File: src/bstu_pkg.sv
// constants, field layouts and carrier types for the branch-on-sign and trap unit
// assumes a 32-bit core with byte addresses and a register file read ahead of issue
package bstu_pkg;

  localparam logic [5:0]  MAJOR_GROUP_I    = 6'h10;
  localparam logic [4:0]  SUB_NEGATIVE     = 5'h00;
  localparam logic [4:0]  SUB_NEGATIVE_LNK = 5'h01;
  // opcode-map assignments for the not-equal branch and the breakpoint
  localparam logic [5:0]  MAJOR_NOT_EQUAL  = 6'h2D;
  localparam logic [5:0]  MAJOR_TRAP_GRP   = 6'h00;
  localparam logic [5:0]  FUNC_BREAKPOINT  = 6'h07;
  localparam logic [4:0]  LINK_REG         = 5'h1F;
  localparam logic [31:0] INSN_BYTES       = 32'h0000_0004;
  localparam logic [31:0] LINK_BYTES       = 32'h0000_0008;
  localparam int          OFFSET_BITS      = 17;
  localparam int          SIGN_BIT         = 31;

  typedef struct packed {
    logic [5:0]  major;
    logic [4:0]  sub;
    logic [4:0]  reg_a;
    logic [15:0] offset;
  } bstu_instr_t;

  typedef struct packed {
    logic        valid;
    bstu_instr_t instr;
    logic [31:0] pc;
    logic [31:0] reg_a_val;
    logic [31:0] reg_b_val;
  } bstu_issue_t;

  typedef struct packed {
    logic        we;
    logic [4:0]  addr;
    logic [31:0] data;
  } bstu_link_t;

  typedef enum logic [0:0] {
    ST_IDLE,
    ST_SLOT
  } bstu_state_t;

endpackage : bstu_pkg

File: src/bstu_target_calc.sv
// target and link address arithmetic for one branch
// assumes the branch and its delay slot are both 32-bit words
`timescale 1ns/100ps
module bstu_target_calc
  import bstu_pkg::*;
(
  input  wire logic [31:0] pc_in,
  input  wire logic [15:0] offset_in,
  output logic      [31:0] target_out,
  output logic      [31:0] link_out
);

  logic [31:0] slot_addr;
  logic [31:0] offset_ext;

  assign slot_addr  = pc_in + INSN_BYTES;
  assign offset_ext = {{15{offset_in[15]}}, offset_in, 1'b0};
  assign target_out = slot_addr + offset_ext;
  assign link_out   = pc_in + LINK_BYTES;

endmodule : bstu_target_calc

File: src/bstu_unit.sv
// branch-on-sign, not-equal branch and breakpoint control for the fetch/PC logic
// assumes issue, slot_done and slot_exc come from logic on mclk_in; only reset is synchronised
`timescale 1ns/100ps
module bstu_unit (
  input  wire logic                 mclk_in,
  input  wire logic                 rst_n_in,
  input  wire bstu_pkg::bstu_issue_t issue_in,
  input  wire logic                 slot_done_in,
  input  wire logic                 slot_exc_in,
  output logic                      redirect_out,
  output logic [31:0]               target_out,
  output bstu_pkg::bstu_link_t      link_out,
  output logic                      brk_exc_out,
  output logic                      restart_out,
  output logic [31:0]               restart_pc_out,
  output logic                      busy_out
);
  import bstu_pkg::*;

  logic [1:0]  rst_sync;
  logic        rst_n;
  bstu_state_t state;
  bstu_state_t next_state;
  logic        pend_taken;
  logic [31:0] pend_target;
  logic [31:0] pend_pc;

  always_ff @(posedge mclk_in or negedge rst_n_in) begin
    if (!rst_n_in) begin
      rst_sync <= 2'h0;
    end else begin
      rst_sync <= {rst_sync[0], 1'b1};
    end
  end
  assign rst_n = rst_sync[1];

  wire accept     = issue_in.valid && (state == ST_IDLE);
  wire in_group   = issue_in.instr.major == MAJOR_GROUP_I;
  wire is_neg     = accept && in_group && (issue_in.instr.sub == SUB_NEGATIVE);
  wire is_neg_lnk = accept && in_group && (issue_in.instr.sub == SUB_NEGATIVE_LNK);
  wire is_ne      = accept && (issue_in.instr.major == MAJOR_NOT_EQUAL);
  wire is_brk     = accept && (issue_in.instr.major == MAJOR_TRAP_GRP) &&
                    (issue_in.instr.offset[5:0] == FUNC_BREAKPOINT);
  wire is_branch  = is_neg || is_neg_lnk || is_ne;
  wire sign_set   = issue_in.reg_a_val[SIGN_BIT];
  wire regs_diff  = issue_in.reg_a_val != issue_in.reg_b_val;
  wire cond       = ((is_neg || is_neg_lnk) && sign_set) || (is_ne && regs_diff);
  wire slot_end   = (state == ST_SLOT) && (slot_done_in || slot_exc_in);

  logic [31:0] calc_target;
  logic [31:0] calc_link;

  bstu_target_calc u_calc (
    .pc_in      (issue_in.pc),
    .offset_in  (issue_in.instr.offset),
    .target_out (calc_target),
    .link_out   (calc_link)
  );

  // issue is ignored while a delay slot is pending; control flow there is not legal anyway
  always_comb begin
    next_state = state;
    case (state)
      ST_IDLE: begin
        if (is_branch) begin
          next_state = ST_SLOT;
        end
      end
      ST_SLOT: begin
        if (slot_end) begin
          next_state = ST_IDLE;
        end
      end
      default: begin
        next_state = ST_IDLE;
      end
    endcase
  end

  always_ff @(posedge mclk_in or negedge rst_n) begin
    if (!rst_n) begin
      state       <= ST_IDLE;
      pend_taken  <= 1'b0;
      pend_target <= 32'h0000_0000;
      pend_pc     <= 32'h0000_0000;
    end else begin
      state <= next_state;
      if (is_branch) begin
        pend_taken  <= cond;
        pend_target <= calc_target;
        pend_pc     <= issue_in.pc;
      end
    end
  end

  // redirect only once the delay slot has completed without an exception
  always_ff @(posedge mclk_in or negedge rst_n) begin
    if (!rst_n) begin
      redirect_out   <= 1'b0;
      target_out     <= 32'h0000_0000;
      restart_out    <= 1'b0;
      restart_pc_out <= 32'h0000_0000;
    end else begin
      redirect_out   <= (state == ST_SLOT) && slot_done_in && !slot_exc_in && pend_taken;
      target_out     <= pend_target;
      restart_out    <= (state == ST_SLOT) && slot_exc_in;
      restart_pc_out <= pend_pc;
    end
  end

  // link write is unconditional on the branch outcome
  always_ff @(posedge mclk_in or negedge rst_n) begin
    if (!rst_n) begin
      link_out    <= '0;
      brk_exc_out <= 1'b0;
      busy_out    <= 1'b0;
    end else begin
      link_out.we   <= is_neg_lnk;
      link_out.addr <= LINK_REG;
      link_out.data <= calc_link;
      brk_exc_out   <= is_brk;
      busy_out      <= next_state == ST_SLOT;
    end
  end

  wire [31:0] reach = pend_target - pend_pc - INSN_BYTES;
endmodule : bstu_unit

File: config.mk
export PLATFORM = sky130hd
export DESIGN_NAME = bstu_unit
export DESIGN_NICKNAME = d
export VERILOG_FILES = /design/src/bstu_pkg.sv /design/src/bstu_target_calc.sv /design/src/bstu_unit.sv
export SDC_FILE = /design/constraint.sdc
export NUM_CORES = 1
export LEC_CHECK = 0
export BUFFER_PORTS_ARGS = -buffer_cell sky130_fd_sc_hd__buf_2
export CAP_MARGIN = 20
export CORE_ASPECT_RATIO = 0.75
export CORE_MARGIN = 8
export CORE_UTILIZATION = 58
export CTS_BUF_LIST = sky130_fd_sc_hd__clkbuf_2 sky130_fd_sc_hd__clkbuf_4 sky130_fd_sc_hd__clkbuf_8
export DETAILED_ROUTE_END_ITERATION = 8
export GPL_ROUTABILITY_DRIVEN = 1
export PLACE_DENSITY_LB_ADDON = 0.05
export RECOVER_POWER = 100
export SKIP_LAST_GASP = 1
export SLEW_MARGIN = 20
export SYNTH_ARGS = -nofsm -noshare
export SYNTH_HDL_FRONTEND = slang
export SYNTH_HIERARCHICAL = 1
export SYNTH_SLANG_ARGS = --single-unit
File: constraint.sdc
create_clock -name mclk_in -period 10.05 [get_ports mclk_in]
set_input_delay 1.5075 -clock mclk_in [delete_from_list [all_inputs] [get_ports mclk_in]]
set_output_delay 1.5075 -clock mclk_in [all_outputs]
set_load 0.02 [all_outputs]
# ---- Word level (Yosys, flattened, before mapping)
# Cells that the tools add are included.
dict set report totals {
  register_bits 169
  input_bits 133
  out_inout_bits 106
  wordCells 46
}
dict set report classes {
  add_sub_neg 3
  eq_ne 5
  mux 3
  bitwise 1
  reduce_logical 21
}
# op n
set op_table {}
lappend op_table {{adder 32 x 3 -> 32 bit, second input constant} 1}
lappend op_table {{adder 32 bit} 1}
lappend op_table {{adder 32 x 4 -> 32 bit, second input constant} 1}
lappend op_table {{inequality test 32 bit} 1}
lappend op_table {{logical AND 1 bit} 14}
lappend op_table {{equality test 6 x 3 -> 1 bit, second input constant} 1}
lappend op_table {{equality test 6 x 5 -> 1 bit, second input constant} 1}
lappend op_table {{equality test 6 bit, second input constant} 1}
lappend op_table {{zero test 6 bit} 1}
lappend op_table {{equality test 5 x 1 -> 1 bit, second input constant} 1}
lappend op_table {{zero test 5 bit} 1}
lappend op_table {{logical OR 1 bit} 4}
lappend op_table {{2-to-1 mux 1 bit} 2}
lappend op_table {{case mux 1 bit (2 select lines)} 1}
lappend op_table {{zero test 1 bit} 1}
lappend op_table {{NOT 1 bit} 1}

# ---- Depth between registers and ports, before layout
# Gate-level depths: netlist (run 1).
dict set report logic_depth {
  word_depth 8
  depth_mapped 14
  ltp_nobuf 14
}

# ---- By module
# Netlist (run 1), hierarchy kept.
# mod instances cells_per_inst area_each_um2 seq_area_each_um2
set modules_own_cells {}
lappend modules_own_cells {bstu_unit 1 311 5536.6 4229.1}
lappend modules_own_cells {bstu_target_calc 1 318 2392.3 0.0}

# ---- Least setup slack after synthesis (run 1)
# No wires, ideal clock.
dict set report synth_timing {
  path_kind {input to register}
  from {input issue_in[66] in the netlist's numbering}
  to {register pend_target[28]}
  setup_time_ps 127
  arrival_ps 4154
  required_ps 9923
  path_slack_ps 5768
  cell_stages 14
  n_path_buf 0
  cell_sequence {inv_1 -> ha_1 -> inv_1 -> ha_1 -> fa_1 -> a21oi_2 -> o221ai_4 -> a21o_1 -> a311o_1 -> a311oi_2 -> o21ai_1 -> a21oi_1 -> xnor2_1 -> mux2_1}
}
dict set report synth_between {
  elab_chain_len 2
}
# element line
set synth_lines {}
lappend synth_lines {{from (decl)} bstu_unit.sv:7} ;# input wire bstu_pkg::bstu_issue_t issue_in,
lappend synth_lines {{adder 32 x 3 -> 32 bit} bstu_target_calc.sv:16} ;# assign slot_addr = pc_in + INSN_BYTES;
lappend synth_lines {{adder 32 bit} bstu_target_calc.sv:18} ;# assign target_out = slot_addr + offset_ext;
lappend synth_lines {{named net calc_target[28]} bstu_unit.sv:50} ;# logic [31:0] calc_target;
lappend synth_lines {{to (signal assigned)} bstu_unit.sv:90} ;# pend_target <= calc_target;
lappend synth_lines {{to (decl)} bstu_unit.sv:25} ;# logic [31:0] pend_target;
# The timed path passes the listed nets, and every way through them passes these cells.
# A chain may end at the register's enable or synchronous reset.

# ---- Worst setup path in the final report (run 1)
dict set report layout_timing {
  from {input issue_in[125] in the netlist's numbering}
  to {register pend_pc[12]}
}
dict set report layout_between {
  elab_chain_len 5
  word_cells_on_any_way 8
  classes_between {2 x eq/ne; 6 x reduce/logical}
}
# element line
set layout_lines {}
lappend layout_lines {{equality test 6 x 5 -> 1 bit} bstu_unit.sv:38} ;# wire in_group = issue_in.instr.major == MAJOR_GROUP_I;
lappend layout_lines {{logical AND 1 bit} {bstu_unit.sv:39, bstu_unit.sv:40}}
lappend layout_lines {{logical AND 1 bit (on tied branches)} {bstu_unit.sv:39, bstu_unit.sv:40}}
lappend layout_lines {{logical OR 1 bit} bstu_unit.sv:44} ;# wire is_branch = is_neg || is_neg_lnk || is_ne;
lappend layout_lines {{logical OR 1 bit (*)} bstu_unit.sv:44}
lappend layout_lines {{to (signal assigned)} bstu_unit.sv:91} ;# pend_pc <= issue_in.pc;
lappend layout_lines {{to (decl)} bstu_unit.sv:26} ;# logic [31:0] pend_pc;
# Mark *: on every way between the ends. The rest lies on a longest branch, timed or not.

==> metrics.txt, run 1 <==
status finished, violations left; failing checks max-capacitance violations, max-slew violations; core area between 0.01 and 0.015 mm^2; period utilisation layout 52.3%; Tmin final 5250 ps; largest net degree at the start of global routing just under 90; critical-path cell list clkbuf_1, nor4_1, nand4_1, a21oi_4, clkbuf_1, mux2_2; RSZ-0062 raised after global routing no; post-CTS setup buffer count 0; H-tree depth 4; post-layout util 69.7%; crit path max fanout 66; grt ovf 0; number of antenna-violating nets in the routed design 0; Die Y 117 um; Mapped Area 0.00793 mm^2; Crit. End Element flip-flop; CP max-delay cell clkbuf_1; Top cell by count, worst path clkbuf_1; Post-Syn Instances 629; Multi-input gate area 0.00351 mm^2; Post-synth EDFFs 0; Synth area leader dfrtp_1; Post-Route WL between 15000 and 20000 um; CP peak stage delay 2650 ps; DRC Markers 0; via count 5605; Worst VDD drop 108 uV; TritonCTS clock tree yes; Slew @ Worst Pin approximately 3800 ps; overall power 1.66 mW; total negative slack 0 ps; fraction of layout cells with a size suffix above 1 between 20% and 30%; share of the synthesized area in the top cell type 53.3%; CP required 10370 ps; Hold Path Depth 0; CTS sink count around 170; clock buffer depth 2; R2R setup slack 5860 ps; clk slew on worst S/H paths 80 ps; Min-Delay Path Class flip-flop to flip-flop; synth cell count leaders 169 x dfrtp_1, 60 x ha_1, 52 x xor2_1; area delta synth->final 18.9%; Worst-Skew Late Latency 460 ps; clk_skew 15.9 ps; most common cell in the netlist dfrtp_1; TritonCTS buffer count 17; final-report max-slew violation count 120; async set or reset register ratio after synthesis 100%; Reg area 0.00423 mm^2; vias in the first global route between 6000 and 7000; Lkg Pwr 4.67 nW; Fmax 0.190 GHz; initial drt markers between 200 and 250; initial antenna violation count 0; synthesized flop and latch total between 150 and 200; DR WL/cell approximately 18 um; mean post-synth cell area 12.6 um^2; Hold Violations, Final 0; critical path class input pin to flip-flop; # fillers between 1000 and 1500; top_reg_cell synth dfrtp_1; Post-CTS Resized 0; Yosys Warn Count 6; hold buffers post-CTS 0; Die W 151 um; num rows 37; Netlist cell types 54; Worst setup SP type input pin; Antenna diodes 0; 1st-pass router iterations 4; Power per Cell Area 176 mW/mm^2; Seq/Total Area, Yosys 53.3%; starting density of the core 58.7%; IO Pins 239; R2R cell count 5; Area contributors post-synth dfrtp_1 53%, ha_1 9.5%, xor2_1 5.7%; max-cap violation count 2; Final GP Congestion 0.901; clock root cell clkbuf_8; global-route wire length before repair 30200 um; routed vias/inst 5.34; Final setup viols 0; crit path DAT about 5600 ps; full die area 0.0177 mm^2; relative slew slack -151%; I/O Buffers 233; Nets 1056; post-DP HPWL 14500 um; gr usage total 22.1%
## worst max-delay path, delay by kind of cell
family                 cells  cell delay (ps)
AO/OA/AOI/OAI              1              170
multiplexers               1              510
buffers and inverters      2             2740
AND/OR/NAND/NOR            2              600
## metrics by stage
step	hold slack [ps]	setup slack [ps]	area (um^2)	cells
3_3_place_gp	341	5370	9190	1017
6_report	371	4800	9430	1050
2_1_floorplan	331	4990	7930	630
5_1_grt	380	4360	9430	1050
4_1_cts	364	5790	9580	1049
3_5_place_dp	354	5330	9190	1017
## worst paths after layout
check,start,endpoint
worst min register to register,pend_target[17],target_out[17]
max in group asynchronous,rst_sync[1],link_out[17]
min in group asynchronous,rst_sync[1],link_out[3]
worst max register to register,busy_out,pend_pc[12]
worst min-delay path,pend_target[17],target_out[17]
worst max-delay path,issue_in[125],pend_pc[12]
## placed cells by master (no fill, tap or decap), types with 5 or more instances in the layout
cell type / n
a21o_1: 14
a21oi_1: 31
a31oi_1: 7
and3_1: 9
buf_2: 119
clkbuf_1: 116
clkbuf_8: 20
dfrtp_1: 169
ha_1: 60
inv_1: 12
mux2_1: 39
mux2_2: 25
nand2_1: 31
nand3_1: 17
nand4_1: 10
nor2_1: 22
nor2b_1: 5
nor4_1: 10
o21ai_0: 7
o21ai_1: 8
xnor2_1: 36
xor2_1: 52
## flip-flops by register name (all words and copies together) (netlist names)
name            count
brk_exc_out         1
busy_out            1
link_out           34
pend_pc            32
pend_taken          1
pend_target        32
redirect_out        1
restart_out         1
restart_pc_out     32
rst_sync            2
target_out         32
## final cells by class
type / count / share of cell area, %
Clock buffer: 22 / 3.08
Clock inverter: 10 / 0.995
Inverter: 12 / 0.478
Multi-Input combinational cell: 426 / 37.2
Sequential cell: 169 / 44.9
Tap cell: 175 / 2.32
Timing Repair Buffer: 236 / 11.1
## kinds of logic (layout without fill, tap and decap cells)
kind of cell,count (synthesis),in the layout,synth area share [%]
mux,64,64,9.09
flops,169,169,53.3
buf+inv,35,280,2.49
compound gates,88,88,7.57
xor+xnor,88,88,9.72
simple gates,123,123,8.02
other cells,1,2,0.0473
fa+ha+maj,61,61,9.72
## where the power goes
part           total [mW]  internal, mW  switching [mW]
combinational       0.376         0.142           0.234
sequential          0.823         0.779          0.0432
clock               0.462         0.221           0.240
total                1.66          1.14           0.518
## metal layers
metal	GRT usage, %	vias to the layer above	share of wire (%)
li1	-	2667	-
met3	6.53	15	7.6
met2	38.0	199	50
met4	7.56	0	1.3
met1	26.0	2724	41
met5	0	-	0
Power figures use the tool's default switching activity.
==> run 2, diff against run 1 <==
- CORE_UTILIZATION: 58 -> 48
- clock period: 10.05 -> 4.4 ns (I/O delays scaled with it)
==> run 2 against run 1 <==
  * The flow still finishes with violations (max-capacitance violations, max-slew violations)
  * Critical endpoint is now pend_target[28]
  * Cell count rose by 3.5%
  * Sequential power rose by 130%
  * Highest routed layer unchanged
  * Critical path type unchanged
  * Critical path depth rose by 9
  * Design area rose by 0.74%
  * Combinational power rose by 130%
  * Global-route usage fell by 3.9 points
  * Non-clock buffer count did not move
  * Clock power rose to 2.5 times the previous value
  * Core utilization fell by 11 points
  * Via count fell by 1.6%
  * First-iteration DRC count fell by 2.0%
==> metrics.txt, run 2 (synthesis gave the netlist of run 1 again) <==
TritonCTS buffer count 17; Worst-Skew Late Latency 460 ps; crit path DAT around 4000 ps; Worst setup SP type input pin; TritonCTS clock tree yes; num rows 40; Nets 1056; Hold EP link_out[1]; Power per Cell Area 410 mW/mm^2; Tmin final 3690 ps; 1st-pass router iterations 4; failing checks max-capacitance violations, max-slew violations; critical-path cell list clkbuf_1, inv_1, ha_1, inv_1, ha_1, fa_1, a21oi_1, o221ai_1, a21o_1, a311o_1, a311oi_1, o21ai_1, a21oi_1, xnor2_1, mux2_1; clock buffer depth 2; most frequent cells in the layout 169 x dfrtp_1, 121 x buf_2, 112 x clkbuf_1; Post-Route WL 18600 um; Fmax 0.271 GHz; gr usage total between 10% and 20%; initial antenna violation count 2; status finished, violations left; placed cell areas 0.00925 mm^2; RSZ-0062 raised after global routing no; post-DP HPWL 14600 um; Hold Path Depth 1; DRC Markers 0; IO Pins between 200 and 250; full die area 0.0209 mm^2; critical path class input pin to flip-flop; crit path max fanout 4; Non-Filler Instances 1087; number of antenna-violating nets in the routed design 0; CP required 4730 ps; Hold Violations, Final 0; CP Buf/Inv Count 3; max reg flops 34; clk slew on worst S/H paths around 90 ps; post-CTS setup buffer count 0; r2r endpoint pend_pc[22]; placed cells 1052; relative slew slack -68.9%; R2R setup slack roughly 1500 ps; vias in the first global route ~6000; grt ovf 0; Slew @ Worst Pin 2530 ps; period utilisation layout 83.9%; core area 0.0161 mm^2; global-route wire length before repair 30100 um; largest net degree at the start of global routing 104; final-report max-slew violation count 129; Die Y 127 um; Lkg Pwr 4.71 nW; crit-path leading delay family compound AO/OA/AOI/OAI gates; starting density of the core about half; max-cap violation count 2; Min-Delay Path Class input pin to flip-flop; routed vias/inst 5.07; Die W 164 um; total negative slack 0 ps; H-tree depth 4; Reg with most FFs link_out; initial drt markers 242; most common cell after layout, fill and taps aside dfrtp_1; CP peak stage delay 420 ps; CTS sink count 169; via count 5514; final instance area between 0.009 and 0.01 mm^2; reg2reg start busy_out; DR WL/cell 17.2 um; Hold Path Origin issue_in[65]; clock root cell clkbuf_8; overall power 3.89 mW; area delta synth->final 19.8%; clk_skew 9.64 ps; CP max-delay cell fa_1; Final setup viols 0; Worst VDD drop about 200 uV; R2R cell count 5; I/O Buffers 233; fraction of layout cells with a size suffix above 1 21.4%; Final GP Congestion 0.833; Crit. End Element flip-flop
==> run 2: repair_timing <==
action,CTS,global route
hold buffers,1,0
endpoints found under the setup margin,0,0
endpoints found under the hold margin,2,0
resized for setup,0,0
==> run 2: where the power goes <==
group | internal, mW | total [mW] | switching [mW]
combinational | 0.323 | 0.847 | 0.524
sequential | 1.78 | 1.88 | 0.101
clock | 0.550 | 1.16 | 0.614
==> run 2: per-stage QoR <==
step | worst slack (ps) | util, % | hold slack (ps)
2_1_floorplan | 966 | - | 331
4_1_cts | 1090 | 60.1 | 306
3_3_place_gp | 613 | 57.4 | 342
3_5_place_dp | 628 | 57.4 | 356
6_report | 708 | 58.9 | 356
5_1_grt | 524 | 58.9 | 317
==> run 2: worst max path at each step <==
stage                       startpoint         endpoint  slack, ps  depth (start not counted)
after global placement    issue_in[66]  pend_target[28]        610                         15
after detailed placement  issue_in[66]  pend_target[28]        630                         15
final                     issue_in[66]  pend_target[28]        710                         15
after global routing      issue_in[66]  pend_target[28]        520                         15
after CTS                 issue_in[66]  pend_target[28]       1090                         15
after floorplan           issue_in[66]  pend_target[28]        970                         14
==> run 2: worst reg2reg max path: stages, from the launching register on <==
cell and delay (ps):
dfrtp_1 430, nor2_1 150, nand2_1 90, a21oi_1 360, clkbuf_2 1300, mux2_2 490
==> run 2: final cells by class <==
cell class | instances | area, um^2
clock buffers | 18 | 248
fillers | 1396 | 6620
flip-flops and latches | 169 | 4230
multi-input cells | 426 | 3470
repair buffers | 236 | 1060
diodes | 2 | 5.00
clock inverters | 14 | 180
inverters | 12 | 45.0
well taps | 210 | 263
==> run 2: metal layers <==
| metal | track usage [%] | vias up | wire (um) | part of all wire (%) |
|---|---|---|---|---|
| li1 | - | 2668 | - | - |
| met1 | 23.0 | 2618 | 8270 | 44 |
| met2 | 29.1 | 208 | 8540 | 46 |
| met3 | 5.87 | 20 | 1560 | 8.4 |
| met4 | 6.08 | 0 | 279 | 1.5 |
| met5 | 0 | - | 0 | 0 |
==> run 3, diff against run 2 <==
- CORE_UTILIZATION: 48 -> 54
- clock period: 4.4 -> 3.4 ns (I/O delays scaled with it)
==> run 3 against run 2 <==
  * The run still ends with max-capacitance violations, max-slew violations left
  * Total power rose by 30%
  * Largest cell class unchanged
  * Clock power grew 28%
  * First-iteration DRC count increased by 9.9%
  * Wire length grew 1.2%
  * Worst setup slack got worse by 520 ps
  * Sequential share of layout area is 0.57 points lower
  * Sequential power up 30%
==> metrics.txt, run 3 (synthesis gave the netlist of run 1 again) <==
vias in the first global route slightly below 6000; Post-CTS Resized 0; crit path DAT between 3000 and 4000 ps; R2R cell count 1; Worst VDD drop 247 uV; Hold Path Origin issue_in[64]; reg2reg start rst_sync[1]; period utilisation layout 94.4%; TritonCTS buffer count 17; clock root cell clkbuf_8; Nets roughly 1100; Die W 156 um; number of antenna-violating nets in the routed design 0; clock buffer depth 2; full die area 0.0189 mm^2; post-place setup slack -179 ps; Final setup viols 0; relative slew slack -37.6%; Final GP Congestion 0.876; post-DP HPWL about 15000 um; CP Buf/Inv Count 3; Reg with most FFs link_out; R2R setup slack 800 ps; IO Pins 239; max reg flops 34; area delta synth->final 21.3%; total negative slack 0 ps; CP max-delay cell fa_1; critical path class input pin to flip-flop; Hold EP link_out[0]; Slew @ Worst Pin 2060 ps; Worst setup SP type input pin; initial antenna violation count 0; most common cell after layout, fill and taps aside dfrtp_1; Fmax 0.312 GHz; overall power just over 5 mW; CP peak stage delay 430 ps; DRC Markers 0; starting density of the core 55.0%; H-tree depth 4; crit-path leading delay family compound AO/OA/AOI/OAI gates; Lkg Pwr 4.77 nW; initial drt markers 266; Power per Cell Area 526 mW/mm^2; Min-Delay Path Class input pin to flip-flop; clk_skew about 14 ps; Hold Violations, Final 0; Die Y 121 um; failing checks max-capacitance violations, max-slew violations; global-route wire length before repair 30200 um; TritonCTS clock tree yes; fraction of layout cells with a size suffix above 1 22.6%; RSZ-0062 raised after global routing no; Hold Path Depth 1; Worst-Skew Late Latency 460 ps; crit path max fanout 3; I/O Buffers 233; worst setup margin 190 ps; clk slew on worst S/H paths 80 ps; gr usage total between 20% and 30%; via count 5611; num rows 38; DR WL/cell 17.3 um; 1st-pass router iterations 5; CP required 3740 ps; final-report max-slew violation count 49; CTS sink count 169; routed vias/inst 5.14; Post-Route WL 18900 um; Antenna diodes 0; r2r endpoint busy_out; post-layout util 66.8%; post-CTS setup buffer count 0; most frequent cells in the layout 169 x dfrtp_1, 121 x buf_2, 113 x clkbuf_1; status finished, violations left; Crit. End Element flip-flop; grt ovf 0; core area 0.0144 mm^2; largest net degree at the start of global routing 87; max-cap violation count 1; Tmin final 3210 ps; critical-path cell list buf_2, inv_1, ha_1, inv_1, ha_1, fa_1, a21oi_2, o221ai_4, a21o_1, a311o_1, a311oi_1, o21ai_1, a21oi_1, xnor2_1, mux2_1
-- run 3: power by group --
| group | internal (mW) | leakage, nW | switching, mW |
|---|---|---|---|
| registers | 2.30 | 2.19 | 0.133 |
| clock network | 0.782 | 0.209 | 0.710 |
| logic | 0.439 | 2.38 | 0.692 |
| total | 3.52 | 4.77 | 1.53 |
-- run 3: per-layer routing --
| layer | up-vias | GRT usage (%) | wire [um] |
|---|---|---|---|
| met5 | - | 0 | 0 |
| met4 | 0 | 5.44 | 219 |
| met3 | 19 | 7.12 | 1450 |
| met2 | 206 | 32.9 | 8860 |
| met1 | 2688 | 25.4 | 8340 |
| li1 | 2698 | - | - |
-- run 3: metrics by stage --
step | instances | hold WS (ps) | area (um^2)
after global placement | 1060 | 294 | 9380
final | 1092 | 193 | 9620
after floorplan | 630 | 214 | 7930
after global routing | 1092 | 155 | 9620
after CTS | 1092 | 156 | 9810
after detailed placement | 1060 | 297 | 9380
-- run 3: timing repair --
action                                  in CTS  in global routing
hold buffers                                 1                  0
endpoints found under the hold margin        2                  0
endpoints found under the setup margin       0                  0
-- run 3: worst max path at each step --
stage | start | endpoint | slack (ps) | depth (start not counted)
detailed placement | issue_in[66] | pend_target[28] | -180 | 15
finish | issue_in[66] | pend_target[28] | 190 | 15
global route | issue_in[97] | pend_target[26] | 90 | 15
floorplan | issue_in[66] | pend_target[28] | 120 | 14
CTS | issue_in[66] | pend_target[28] | 300 | 15
global placement | issue_in[66] | pend_target[28] | -140 | 15
-- run 3: final cells by class --
class | count | area [um^2]
Fill cell | 1166 | 4790
Sequential cell | 169 | 4230
Multi-Input combinational cell | 426 | 3470
Timing Repair Buffer | 254 | 1200
Clock buffer | 21 | 277
Tap cell | 200 | 250
Clock inverter | 10 | 145
Inverter | 12 | 45.0
